[config.mk]
export PLATFORM = sky130hd
export DESIGN_NAME = nand_host
export DESIGN_NICKNAME = d
export VERILOG_FILES = /design/src/nand_host_pkg.sv /design/src/nand_cycle.sv /design/src/nand_host.sv
export VERILOG_INCLUDE_DIRS = /design/src
export SDC_FILE = /design/constraint.sdc
export NUM_CORES = 1
export LEC_CHECK = 0
export BUFFER_PORTS_ARGS = -buffer_cell sky130_fd_sc_hd__clkbuf_2
export CORE_MARGIN = 1.5
export CORE_UTILIZATION = 45
export DETAILED_ROUTE_END_ITERATION = 6
export MAX_ROUTING_LAYER = met4
export PLACE_DENSITY = 0.75
export SLEW_MARGIN = 20
export SYNTH_ARGS = -nofsm -noshare
export SYNTH_HDL_FRONTEND = slang
export SYNTH_SLANG_ARGS = --single-unit
[constraint.sdc]
create_clock -name clock -period 3.1 [get_ports clock]
set_input_delay 0.31 -clock clock [delete_from_list [all_inputs] [get_ports clock]]
set_output_delay 0.31 -clock clock [all_outputs]
set_load 0.005 [all_outputs]
[src/nand_host_regs.svh]
// What this block does
// - Program: 80H, three address bytes, data
// - Completion seen on ready line only, not bit6
// - Erase: 60H, two block bytes, D0H
// - Reissue read command after status read
// - 90H, address 00H, then two id reads
// - Keep write protect low around power-up
// - Main read: 00H plus three address bytes
`ifndef NAND_HOST_REGS_SVH
`define NAND_HOST_REGS_SVH

// ----------------------------------------------------------------
// Register offsets (byte addresses, one word each)
// ----------------------------------------------------------------
`define REG_CMD    8'h00
`define REG_ADDR   8'h04
`define REG_WDATA  8'h08
`define REG_RDATA  8'h0c
`define REG_STATUS 8'h10
`define REG_CFG    8'h14

// ----------------------------------------------------------------
// Field positions
// ----------------------------------------------------------------
`define F_OP_MSB   2
`define F_LEN_MSB  15
`define F_LEN_LSB  4
`define SB_FAIL    0
`define SB_READY   6
`define SB_WPOFF   7

// ----------------------------------------------------------------
// Card command bytes
// ----------------------------------------------------------------
`define CMD_READ0     8'h00
`define CMD_SERIAL_IN 8'h80
`define CMD_PROG_GO   8'h10
`define CMD_ERASE_SET 8'h60
`define CMD_ERASE_GO  8'hd0
`define CMD_STATUS    8'h70
`define CMD_READ_ID   8'h90
`define CMD_RESET     8'hff

// ----------------------------------------------------------------
// Reset values
// ----------------------------------------------------------------
`define STATUS_RST 8'hc0
`define PINS_IDLE  15'h1c00

// ----------------------------------------------------------------
// Timing (ns as given, cycles derived at the clock rate)
// ----------------------------------------------------------------
`define CLK_MHZ     250
`define T_WP_NS     25
`define T_WH_NS     15
`define T_RP_NS     35
`define T_WB_NS     100
`define SYNC_STAGES 2
`define T_WP_CYC ((`T_WP_NS * `CLK_MHZ + 999) / 1000)
`define T_WH_CYC ((`T_WH_NS * `CLK_MHZ + 999) / 1000)
`define T_RP_CYC ((`T_RP_NS * `CLK_MHZ + 999) / 1000)
`define T_WB_CYC ((`T_WB_NS * `CLK_MHZ + 999) / 1000)
`define RD_LOW_CYC (`T_RP_CYC + `SYNC_STAGES)

`endif

[src/nand_host_pkg.sv]
package nand_host_pkg;

  // Kind of one strobed bus cycle
  typedef enum logic [1:0] {CK_CMD, CK_ADDR, CK_WDATA, CK_RDATA} cyc_kind_t;

  // One cycle request towards the card
  typedef struct packed {
    cyc_kind_t  kind;
    logic [7:0] data;
  } cyc_req_t;

  // Card-facing pins, all levels as driven on the wires
  typedef struct packed {
    logic       cle;
    logic       ale;
    logic       chipEnableLow;
    logic       writeStrobeLow;
    logic       readStrobeLow;
    logic       writeProtectLow;
    logic       ioOe;
    logic [7:0] ioOut;
  } nand_out_t;

  // Software operations
  typedef enum logic [2:0]
    {OP_READ, OP_PROG, OP_ERASE, OP_STATUS, OP_ID, OP_RESET} op_kind_t;

  typedef enum logic [3:0]
    {S_IDLE, S_READY, S_CMD1, S_ADDR, S_DATA, S_CMD2, S_WB, S_BUSY,
     S_STCMD, S_STRD, S_RDATA} op_state_t;

  typedef enum logic [1:0] {C_IDLE, C_SETUP, C_LOW, C_HIGH} cyc_state_t;

  // Whole state of the cycle engine
  typedef struct packed {
    cyc_state_t st;
    logic [7:0] cnt;
    cyc_kind_t  kind;
    nand_out_t  pins;
    logic [7:0] ioMeta;
    logic [7:0] ioSync;
    logic [7:0] rdByte;
    logic       rdValid;
  } cyc_state_s_t;

  // Whole state of the host controller
  typedef struct packed {
    op_state_t  st;
    op_kind_t   op;
    logic [11:0] len;
    logic [11:0] cnt;
    logic [1:0] aIdx;
    logic [23:0] addr;
    logic [7:0] wByte;
    logic       wFull;
    logic [7:0] rByte;
    logic       rFull;
    logic       pend;
    logic [7:0] statusByte;
    logic [7:0] idMaker;
    logic [7:0] idDevice;
    logic       wpRelease;
    logic       bvalid;
    logic [1:0] bresp;
    logic       rvalid;
    logic [1:0] rresp;
    logic [31:0] rdata;
    logic [7:0] lastCmd;
    logic [1:0] addrSeen;
    logic       rbMeta;
    logic       rbSync;
  } host_state_t;

endpackage : nand_host_pkg

[src/nand_cycle.sv]
`timescale 1ns/1ns
`default_nettype none
`include "nand_host_regs.svh"

module nand_cycle
  import nand_host_pkg::*;
(
  // Clock and reset
  input  wire logic       clock,
  input  wire logic       rst_b,
  // Request from the sequencer
  input  wire logic       reqValid,
  input  wire cyc_req_t   req,
  output logic            reqReady,
  input  wire logic       wpRelease,
  // Captured read byte
  output logic            rdValid,
  output logic [7:0]      rdByte,
  // Card pins
  output nand_out_t       pins,
  input  wire logic [7:0] ioIn
);

  cyc_state_s_t s_r;    // Registered state
  cyc_state_s_t s_nxt;  // Next state

  // ----------------------------------------------------------------
  // Strobe sequencing
  // ----------------------------------------------------------------
  // Setup phase puts CLE/ALE/data out a cycle before the strobe falls
  always_comb
  begin
    s_nxt = s_r;
    s_nxt.ioMeta = ioIn;
    s_nxt.ioSync = s_r.ioMeta;
    s_nxt.rdValid = 1'b0;
    s_nxt.pins.writeProtectLow = wpRelease;
    unique case (s_r.st)
      C_IDLE:
      begin
        if (reqValid)
        begin
          s_nxt.kind = req.kind;
          s_nxt.pins.chipEnableLow = 1'b0;
          s_nxt.pins.cle = (req.kind == CK_CMD);
          s_nxt.pins.ale = (req.kind == CK_ADDR);
          s_nxt.pins.ioOut = req.data;
          s_nxt.pins.ioOe = (req.kind != CK_RDATA);
          s_nxt.st = C_SETUP;
        end
      end
      C_SETUP:
      begin
        // Reads stay low longer: the pins pass a two-flop synchroniser
        if (s_r.kind == CK_RDATA)
        begin
          s_nxt.pins.readStrobeLow = 1'b0;
          s_nxt.cnt = 8'(`RD_LOW_CYC - 1);
        end
        else
        begin
          s_nxt.pins.writeStrobeLow = 1'b0;
          s_nxt.cnt = 8'(`T_WP_CYC - 1);
        end
        s_nxt.st = C_LOW;
      end
      C_LOW:
      begin
        if (s_r.cnt == 8'h00)
        begin
          // Rising strobe edge latches command, address or data
          if (s_r.kind == CK_RDATA)
          begin
            s_nxt.rdByte = s_r.ioSync;
            s_nxt.rdValid = 1'b1;
          end
          s_nxt.pins.readStrobeLow = 1'b1;
          s_nxt.pins.writeStrobeLow = 1'b1;
          s_nxt.cnt = 8'(`T_WH_CYC - 1);
          s_nxt.st = C_HIGH;
        end
        else
          s_nxt.cnt = s_r.cnt - 8'h01;
      end
      C_HIGH:
      begin
        if (s_r.cnt == 8'h00)
        begin
          s_nxt.pins.chipEnableLow = 1'b1;
          s_nxt.pins.cle = 1'b0;
          s_nxt.pins.ale = 1'b0;
          s_nxt.pins.ioOe = 1'b0;
          s_nxt.st = C_IDLE;
        end
        else
          s_nxt.cnt = s_r.cnt - 8'h01;
      end
    endcase
  end

  // State register
  always_ff @(posedge clock or negedge rst_b)
  begin
    if (!rst_b)
    begin
      s_r <= '0;
      s_r.pins <= `PINS_IDLE;
    end
    else
      s_r <= s_nxt;
  end

  assign reqReady = (s_r.st == C_IDLE);
  assign rdValid = s_r.rdValid;
  assign rdByte = s_r.rdByte;
  assign pins = s_r.pins;

endmodule : nand_cycle
`default_nettype wire

[src/nand_host.sv]
// Chosen here: the address map and the AXI4-Lite interface to the registers.
`timescale 1ns/1ns
`default_nettype none
`include "nand_host_regs.svh"

module nand_host
  import nand_host_pkg::*;
(
  // Clock and reset
  input  wire logic        clock,
  input  wire logic        rst_b,
  // AXI4-Lite write channels
  input  wire logic [7:0]  awaddr,
  input  wire logic        awvalid,
  output logic             awready,
  input  wire logic [31:0] wdata,
  input  wire logic [3:0]  wstrb,
  input  wire logic        wvalid,
  output logic             wready,
  output logic [1:0]       bresp,
  output logic             bvalid,
  input  wire logic        bready,
  // AXI4-Lite read channels
  input  wire logic [7:0]  araddr,
  input  wire logic        arvalid,
  output logic             arready,
  output logic [31:0]      rdata,
  output logic [1:0]       rresp,
  output logic             rvalid,
  input  wire logic        rready,
  // Card pins
  output nand_out_t        nandOut,
  input  wire logic [7:0]  ioIn,
  input  wire logic        readyIn
);

  host_state_t s_r;     // Registered state
  host_state_t s_nxt;   // Next state
  logic        reqValid; // Cycle request offered
  cyc_req_t    req;      // Cycle request payload
  logic        reqReady; // Cycle engine idle
  logic        fire;     // Request taken
  logic        rdDone;   // Read byte captured
  logic [7:0]  rdByte;   // Captured byte
  logic        awTake;   // Write address and data taken
  logic        busy;     // Operation under way

  assign awTake = awvalid && wvalid && !s_r.bvalid;
  assign awready = awTake;
  assign wready = awTake;
  assign arready = !s_r.rvalid;
  assign fire = reqValid && reqReady;
  assign busy = (s_r.st != S_IDLE);

  // ----------------------------------------------------------------
  // Cycle request for the current state
  // ----------------------------------------------------------------
  always_comb
  begin
    reqValid = 1'b0;
    req.kind = CK_CMD;
    req.data = 8'h00;
    unique case (s_r.st)
      S_CMD1:
      begin
        reqValid = 1'b1;
        case (s_r.op)
          OP_READ:  req.data = `CMD_READ0;
          OP_PROG:  req.data = `CMD_SERIAL_IN;
          OP_ERASE: req.data = `CMD_ERASE_SET;
          OP_ID:    req.data = `CMD_READ_ID;
          default:  req.data = `CMD_RESET;
        endcase
      end
      S_ADDR:
      begin
        reqValid = 1'b1;
        req.kind = CK_ADDR;
        // Id mode takes a fixed zero address byte
        if (s_r.op != OP_ID)
          req.data = (s_r.aIdx == 2'd0) ? s_r.addr[7:0] :
                     (s_r.aIdx == 2'd1) ? s_r.addr[15:8] :
                     s_r.addr[23:16];
      end
      S_DATA:
      begin
        reqValid = s_r.wFull;
        req.kind = CK_WDATA;
        req.data = s_r.wByte;
      end
      S_CMD2:
      begin
        reqValid = 1'b1;
        req.data = (s_r.op == OP_PROG) ? `CMD_PROG_GO : `CMD_ERASE_GO;
      end
      S_STCMD:
      begin
        reqValid = 1'b1;
        req.data = `CMD_STATUS;
      end
      S_STRD, S_RDATA:
      begin
        // Page reads stall while software has not drained the last byte
        reqValid = !s_r.pend && (s_r.st == S_STRD || s_r.op == OP_ID ||
                                 !s_r.rFull);
        req.kind = CK_RDATA;
      end
      default: reqValid = 1'b0;
    endcase
  end

  // ----------------------------------------------------------------
  // Register slave and operation sequencer
  // ----------------------------------------------------------------
  always_comb
  begin
    s_nxt = s_r;
    s_nxt.rbMeta = readyIn;
    s_nxt.rbSync = s_r.rbMeta;
    // Write channel: address and data taken together
    if (s_r.bvalid && bready)
      s_nxt.bvalid = 1'b0;
    if (awTake)
    begin
      s_nxt.bvalid = 1'b1;
      s_nxt.bresp = 2'b00;
      // Only byte lane 0 gates writes; other lanes follow it
      if (!wstrb[0])
        s_nxt.bresp = 2'b00;
      else if (awaddr == `REG_CMD)
      begin
        if (busy || wdata[`F_OP_MSB:0] > 3'(OP_RESET))
          s_nxt.bresp = 2'b10;
        else
        begin
          s_nxt.op = op_kind_t'(wdata[`F_OP_MSB:0]);
          s_nxt.len = wdata[`F_LEN_MSB:`F_LEN_LSB];
          s_nxt.cnt = 12'h000;
          s_nxt.st = (wdata[`F_OP_MSB:0] == 3'(OP_STATUS)) ? S_STCMD :
                     (wdata[`F_OP_MSB:0] == 3'(OP_RESET)) ? S_CMD1 :
                     S_READY;
        end
      end
      else if (awaddr == `REG_ADDR)
        s_nxt.addr = wdata[23:0];
      else if (awaddr == `REG_WDATA && !s_r.wFull)
      begin
        s_nxt.wByte = wdata[7:0];
        s_nxt.wFull = 1'b1;
      end
      else if (awaddr == `REG_CFG)
        s_nxt.wpRelease = wdata[0];
      else
        s_nxt.bresp = 2'b10;
    end
    // Read channel: answer one cycle after the address
    if (s_r.rvalid && rready)
      s_nxt.rvalid = 1'b0;
    if (!s_r.rvalid && arvalid)
    begin
      s_nxt.rvalid = 1'b1;
      s_nxt.rresp = 2'b00;
      case (araddr)
        `REG_CMD:    s_nxt.rdata = {28'h0, busy, s_r.op};
        `REG_ADDR:   s_nxt.rdata = {8'h00, s_r.addr};
        `REG_RDATA:
        begin
          s_nxt.rdata = {23'h0, s_r.rFull, s_r.rByte};
          s_nxt.rFull = 1'b0;
        end
        `REG_STATUS: s_nxt.rdata = {s_r.idDevice, s_r.idMaker,
                                    s_r.statusByte, 5'h00, s_r.rFull,
                                    s_r.st == S_DATA && !s_r.wFull, busy};
        `REG_CFG:    s_nxt.rdata = {31'h0, s_r.wpRelease};
        default:
        begin
          s_nxt.rdata = 32'h0;
          s_nxt.rresp = 2'b10;
        end
      endcase
    end
    // Helpers that track what the card last latched
    if (fire && req.kind == CK_CMD)
    begin
      s_nxt.lastCmd = req.data;
      s_nxt.addrSeen = 2'd0;
    end
    if (fire && req.kind == CK_ADDR && s_r.addrSeen != 2'd3)
      s_nxt.addrSeen = s_r.addrSeen + 2'd1;
    if (fire && req.kind == CK_RDATA)
      s_nxt.pend = 1'b1;
    // Sequencer; it runs after the bus so a fill beats a drain
    unique case (s_r.st)
      // Idle holds; a command write above is what starts an operation,
      // so nothing here may overwrite the state it chose
      S_IDLE: ;
      // No new command until the card shows ready
      S_READY: if (s_r.rbSync) s_nxt.st = S_CMD1;
      S_CMD1:
        if (fire)
        begin
          s_nxt.aIdx = (s_r.op == OP_ERASE) ? 2'd1 : 2'd0;
          s_nxt.cnt = 12'h000;
          s_nxt.st = (s_r.op == OP_RESET) ? S_WB : S_ADDR;
        end
      S_ADDR:
        if (fire)
        begin
          s_nxt.aIdx = s_r.aIdx + 2'd1;
          if (s_r.op == OP_ID)
            s_nxt.st = S_RDATA;
          else if (s_r.aIdx == 2'd2)
            s_nxt.st = (s_r.op == OP_READ) ? S_WB :
                       (s_r.op == OP_ERASE || s_r.len == 12'h000) ?
                       S_CMD2 : S_DATA;
        end
      S_DATA:
        if (fire)
        begin
          s_nxt.wFull = 1'b0;
          s_nxt.cnt = s_r.cnt + 12'h001;
          if (s_r.cnt + 12'h001 == s_r.len)
            s_nxt.st = S_CMD2;
        end
      S_CMD2:
        if (fire)
        begin
          s_nxt.cnt = 12'h000;
          s_nxt.st = S_WB;
        end
      // Give the card time to pull its ready line low
      S_WB:
      begin
        s_nxt.cnt = s_r.cnt + 12'h001;
        if (s_r.cnt == 12'(`T_WB_CYC - 1))
          s_nxt.st = S_BUSY;
      end
      S_BUSY:
        if (s_r.rbSync)
        begin
          s_nxt.cnt = 12'h000;
          if (s_r.op == OP_READ)
            s_nxt.st = (s_r.len == 12'h000) ? S_IDLE : S_RDATA;
          else if (s_r.op == OP_RESET)
            s_nxt.st = S_IDLE;
          else
            s_nxt.st = S_STCMD;
        end
      S_STCMD: if (fire) s_nxt.st = S_STRD;
      S_STRD:
        if (rdDone)
        begin
          s_nxt.pend = 1'b0;
          s_nxt.statusByte = rdByte;
          s_nxt.st = S_IDLE;
        end
      S_RDATA:
        if (rdDone)
        begin
          s_nxt.pend = 1'b0;
          s_nxt.cnt = s_r.cnt + 12'h001;
          if (s_r.op == OP_ID)
          begin
            if (s_r.cnt == 12'h000)
              s_nxt.idMaker = rdByte;
            else
            begin
              s_nxt.idDevice = rdByte;
              s_nxt.st = S_IDLE;
            end
          end
          else
          begin
            s_nxt.rByte = rdByte;
            s_nxt.rFull = 1'b1;
            if (s_r.cnt + 12'h001 == s_r.len)
              s_nxt.st = S_IDLE;
          end
        end
    endcase
  end

  // State register; write protect stays asserted after reset
  always_ff @(posedge clock or negedge rst_b)
  begin
    if (!rst_b)
    begin
      s_r <= '0;
      s_r.rbMeta <= 1'b1;
      s_r.rbSync <= 1'b1;
      s_r.statusByte <= `STATUS_RST;
    end
    else
      s_r <= s_nxt;
  end

  assign bvalid = s_r.bvalid;
  assign bresp = s_r.bresp;
  assign rvalid = s_r.rvalid;
  assign rresp = s_r.rresp;
  assign rdata = s_r.rdata;

  // Strobe engine and pin registers
  nand_cycle u_cycle (
    .clock     (clock),
    .rst_b     (rst_b),
    .reqValid  (reqValid),
    .req       (req),
    .reqReady  (reqReady),
    .wpRelease (s_r.wpRelease),
    .rdValid   (rdDone),
    .rdByte    (rdByte),
    .pins      (nandOut),
    .ioIn      (ioIn)
  );
endmodule : nand_host
`default_nettype wire

==> impl_metrics.ini, run 1 <==
[setup_path]
end_kind = register
cp.required_ps = 3450
cp_cell_sequence = ha_1 > and2b_1 > or4b_1 > nand3_1 > o311ai_1 > or4_4 > or3_1 > a31oi_1
reg2reg_from = s_r[120]$_DFF_PN0_
arrival_ps = 3150
cp-startpoint = s_r[120]$_DFF_PN0_
worstSetupPathType = register to register
slowest_delay_ps = 530
crit_buf_inv = 0
start_kind = register
critPathTopFamily = simple AND/OR/NAND/NOR gates
slowest_stage = or4_4
worstPathMaxFanout = 7

[timing]
fmax_ghz = 0.357
fin_skew_ps = 12.5
layout_setup_ws_ps = 302
hold_viol = 0
slew_headroom_pct = 41.4
setup_viol = 0
slew_viol_final = 0
setup-tns-final_ps = 0
hold_ws_ps = 36.7
rsz0062_at_grt = false
worst_pin_slew_ps = 879
period_minus_slack_ps = 2800
fin_crit_sh_pct = 90.2

[cts]
numCtsBuffers = 17
postCtsSetupBuffers = 0
cts_tree = built
cts_sinks = 191
cts-root-buf = clkbuf_16
cts_max_path_buffers = 2
cts.hold.buffers_added = 10
path_clk_slew_ps = 80
htree_levels = 4
cts_resized = 0
clk_latency_ps = 440

[global_routing]
grt_overflow = 0
grt_max_degree = 85
grt_pass1_wl_um = 40200
antenna_found_initial = 0
grt_pass1_vias = 7375
grt_use_total_pct = 24.3

[synth]
async_flop_share_pct = 100
synth_edf_count = 0
yosys-top-cells-area = dfrtp_1 48%, mux2_2 9.3%, nand2_1 4.8%, buf_4 4.2%, o21ai_0 3.2%
synth_top_area_share_pct = 47.6
ys.flop_type = dfrtp_1
avgSynthCellArea_sq_um = 10.1
postSynthCellCount = 953
synth.distinct_cells = 79
yosysWarnings = 0
yosysSeqAreaShare_pct = 49.5
synthTopCellsByCount = 184 x dfrtp_1, 123 x nand2_1, 80 x mux2_2
ys_ff_latch = 191
yosysTopAreaCell = dfrtp_1
synth_most_common_cell = dfrtp_1
syn-cell-area_sq_mm = 0.00966

[final_layout]
drive_gt1_share_pct = 27.6
syn2layout_area_growth_pct = 13.2
fin_util_pct = 52.1
antenna_cells = 0
final-instance-count-excl-fill = 1317
fin_nets = 1108

[floorplan]
dieArea_sq_mm = 0.0224
dieHeight_um = 150
dieWidth_um = 150
start_util_pct = 46.0
ios = 124
placementRows = 53
coreArea_sq_mm = 0.0210

[placed_design]
dpl.cell_count = 1275
place_ws_ps = 350
portBuffers = 110
hpwl_um = 18300
place.gp.congestion = 0.949

[hold_path]
hp-start = bready
min_path_type = input port to register

[power_and_ir_drop]
peakVddDrop_uv = 399
p_leak_nw = 5.13
p_per_area_mw_per_mm2 = 651

[route]
routed_via_density = 5.65
ant_nets = 0
drt_wl_total_um = 24900
drt-pass1-iter-count = 5
vias = 7443
routedWlPerCell_um = 18.9
drcViolationCount = 0
drtIter0Drc = 586

[outcome]
status = finished clean

[run]
cap_violations = 0
report_power, final:
part | switching [mW] | internal, mW
logic | 1.04 | 0.706
registers | 0.362 | 2.76
clock network | 1.09 | 1.17
total | 2.49 | 4.63
logic make-up after synthesis:
| group | synth area share [%] |
|---|---|
| and+or+nand+nor | 15.0 |
| AOI/OAI and AO/OA | 14.0 |
| DFF | 49.5 |
| buffers and inverters | 7.59 |
| muxes | 10.5 |
| xor gates and xnor gates | 1.99 |
| adders and majority gates | 1.42 |
| other | 0.0388 |
sequential cells by signal (all words and copies together), names as in the netlist, 8 cells and up:
name / cells
s_r: 102
u_cycle.s_r: 20
rdata: 32
u_cycle.pins: 15
u_cycle.s_nxt: 8
u_cycle.rdByte: 8
final timing paths:
path                            cells past startpoint                     endpoint  slack (ps)
min in group asynchronous                           2  u_cycle.s_nxt[14]$_DFF_PN0_         460
max in group asynchronous                           3          s_r[74]$_DFFE_PN1P_        1740
worst max register to register                      8           s_r[147]$_DFF_PN0_         300
worst min register to register                      0    u_cycle.s_r[16]$_DFF_PN0_         350
worst min-delay path                                2           bvalid$_DFFE_PN0P_          40
worst max-delay path                                8           s_r[147]$_DFF_PN0_         300
placed cells by master, fill, tap and decap left out, drive strengths merged, types with 21 or more instances in the layout:
| cell type | n |
|---|---|
| inv | 30 |
| buf | 37 |
| dfrtp | 184 |
| nand2 | 123 |
| nor3 | 21 |
| a21oi | 47 |
| nand3 | 30 |
| nor2 | 62 |
| clkbuf | 127 |
| o21ai | 64 |
| mux2 | 80 |
per-stage QoR:
step	area (sq um)	total power, mW
3_5_place_dp	10200	4.88
4_1_cts	10900	7.14
6_report	10900	7.12
3_3_place_gp	10200	4.82
5_1_grt	10900	7.52
2_1_floorplan	9670	4.35
per-layer routing:
layer  track usage [%]  wire, um  part of all wire (%)  up-vias
li1                  -         -                     -     3486
met1              34.2     11600                    47     3673
met2              35.5     11300                    45      248
met3              4.91      1480                   5.9       36
met4              7.28       539                   2.2        0
met5                 -         0                     0        -
final cells by class:
| cell class | count | area [sq um] |
|---|---|---|
| clock buffers | 17 | 425 |
| clock inverters | 15 | 186 |
| fillers | 1850 | 10100 |
| inverters | 23 | 86.3 |
| multi-input cells | 639 | 4160 |
| flip-flops and latches | 191 | 4790 |
| well taps | 275 | 344 |
| repair buffers | 157 | 950 |
No activity file was read; power rests on OpenSTA's default activity.
==> inputs of run 2 (changes only) <==
PLACE_DENSITY = 0.7   (was 0.75)
==> run 2 against run 1 <==
Against the previous run:
- design area up 0.16%
- critical path type unchanged
- highest routed layer unchanged
- critical path depth did not move
- flip-flop and latch count unchanged
- maximum frequency about the same
- first-iteration DRC count up 17%
- critical endpoint unchanged
- hold slack better by 3.4 ps
- setup slack about the same
- die area unchanged
- count of clock-buffer cells in the layout is 1 higher
==> impl_metrics.ini, run 2 (synthesis results as in run 1) <==
[outcome]
status = finished clean

[cts]
cts-root-buf = clkbuf_16
cts_sinks = 191
postCtsSetupBuffers = 0
path_clk_slew_ps = 70
clk_latency_ps = 450
cts_max_path_buffers = 2
numCtsBuffers = 17
htree_levels = 4
cts_tree = built

[timing]
fin_skew_ps = 12.2
setup-tns-final_ps = 0
worst_pin_slew_ps = 747
hold_viol = 0
fin_crit_sh_pct = 90.2
slew_viol_final = 0
period_minus_slack_ps = 2800
rsz0062_at_grt = false
setup_viol = 0
fmax_ghz = 0.357
slew_headroom_pct = 49.7

[global_routing]
grt_max_degree = 88
met1_usage_pct = 34.9
grt_pass1_vias = 7157
antenna_found_initial = 1
grtUsageMet2_pct = 34.5
top_usage_layer = met1
grt_use_total_pct = 24.0
grt_overflow = 0
grt_pass1_wl_um = 39700
use_met3_pct = 3.87

[power_and_ir_drop]
sw_frac_of_total_pct = 34.1
combPwrFrac_pct = 23.7
switching_power_mw = 2.43
p_leak_nw = 5.13
peakVddDrop_uv = 395
clock_power_share_pct = 32.3
internal_power_mw = 4.68
p_total_mw = 7.11
share_seq_of_total_power_pct = 44.0
p_per_area_mw_per_mm2 = 649

[floorplan]
placementRows = 53
ios = 124
coreArea_sq_mm = 0.0210
dieHeight_um = 150
dieArea_sq_mm = 0.0224
dieWidth_um = 150
start_util_pct = 46.0

[placed_design]
place.gp.congestion = 0.933
portBuffers = 110
hpwl_um = 17900

[route]
vias = 7416
drcViolationCount = 0
routedWlPerCell_um = 18.9
drt-pass1-iter-count = 5
ant_nets = 0
drt_wl_total_um = 24900
routed_via_density = 5.64
drtIter0Drc = 684

[setup_path]
ff2ff_path_depth = 8
r2r_setup_slack_ps = 300
end_kind = register
cp.required_ps = 3460
reg2reg_from = s_r[120]$_DFF_PN0_
start_kind = register
crit_buf_inv = 0
slowest_stage = or4_4
worstSetupPathType = register to register
critPathTopFamily = simple AND/OR/NAND/NOR gates
slowest_delay_ps = 540
worstPathMaxFanout = 7
cp_cell_sequence = ha_1 > and2b_1 > or4b_1 > nand3_1 > o311ai_1 > or4_4 > or3_1 > a31oi_1
reg2reg_to = s_r[147]$_DFF_PN0_
cp-startpoint = s_r[120]$_DFF_PN0_
arrival_ps = 3160

[final_layout]
regMostFlops = s_r
final_cell_mix = 184 x dfrtp_1, 123 x nand2_1, 109 x clkbuf_2, 80 x mux2_2, 62 x nor2_1
drive_gt1_share_pct = 27.6
fillers = 1923
syn2layout_area_growth_pct = 13.4
layout_commonest_cell = dfrtp_1
fin_nets = 1107
multiInputGateArea_sq_mm = 0.00416
antenna_cells = 0
seqCellArea_sq_mm = 0.00479
largest_reg_flops = 102

[hold_path]
min_path_type = input port to register
hp-start = bready
hold_path_end = bvalid$_DFFE_PN0P_
hold-path-cell-count = 2

[run]
cap_violations = 0
-- run 2: routing by layer --
layer,share of wire (%),wire [um],vias up
met4,1.7,413,0
met2,45,11200,220
met5,0,0,-
met1,48,11900,3693
met3,5.5,1360,27
li1,-,-,3476
-- run 2: worst max path at each step --
stage                     cells after the start                  to  slack, ps
after floorplan                               8  s_r[147]$_DFF_PN0_        570
after global placement                        8  s_r[147]$_DFF_PN0_        380
after detailed placement                      8  s_r[147]$_DFF_PN0_        350
after CTS                                     8  s_r[147]$_DFF_PN0_        310
after global routing                          8  s_r[147]$_DFF_PN0_        170
final                                         8  s_r[147]$_DFF_PN0_        300
-- run 2: worst reg2reg max path, cell delays in order, from the launching register on --
cell and delay (ps):
dfrtp_1 460, ha_1 300, and2b_1 190, or4b_1 490
nand3_1 120, o311ai_1 140, or4_4 540, or3_1 320
a31oi_1 160
-- run 2: stage by stage --
| stage | utilization, % | setup slack (ps) | hold WS [ps] | cells | area (sq um) |
|---|---|---|---|---|---|
| final | 52.1 | 303 | 40.1 | 1316 | 11000 |
| after global routing | 52.1 | 174 | 45.9 | 1316 | 11000 |
| after CTS | 52.1 | 314 | 32.5 | 1316 | 11000 |
| after detailed placement | 48.7 | 346 | 338 | 1274 | 10200 |
| after global placement | 48.7 | 381 | 334 | 1274 | 10200 |
| after floorplan | - | 566 | 14.4 | 954 | 9670 |
-- run 2: final cells by class --
| type | instances | area share, % |
|---|---|---|
| clock inverters | 14 | 1.58 |
| multi-input cells | 639 | 38.0 |
| flip-flops and latches | 191 | 43.7 |
| clock buffers | 18 | 4.01 |
| inverters | 23 | 0.788 |
| well taps | 275 | 3.14 |
| repair buffers | 156 | 8.83 |
-- run 2: what timing repair did --
item | 4_1_cts | 5_1_grt
hold endpoints to repair | 88 | 0
hold buffers | 10 | 0
resized for setup | 0 | 0
-- run 2: power by group through the flow --
stage	registers (mW)	logic, mW	clock network (mW)
after floorplan	2.96	1.39	0
after global placement	3.16	1.64	0
after detailed placement	3.17	1.67	0
after CTS	3.12	1.68	2.33
after global routing	3.18	1.91	2.43
final	3.13	1.68	2.30
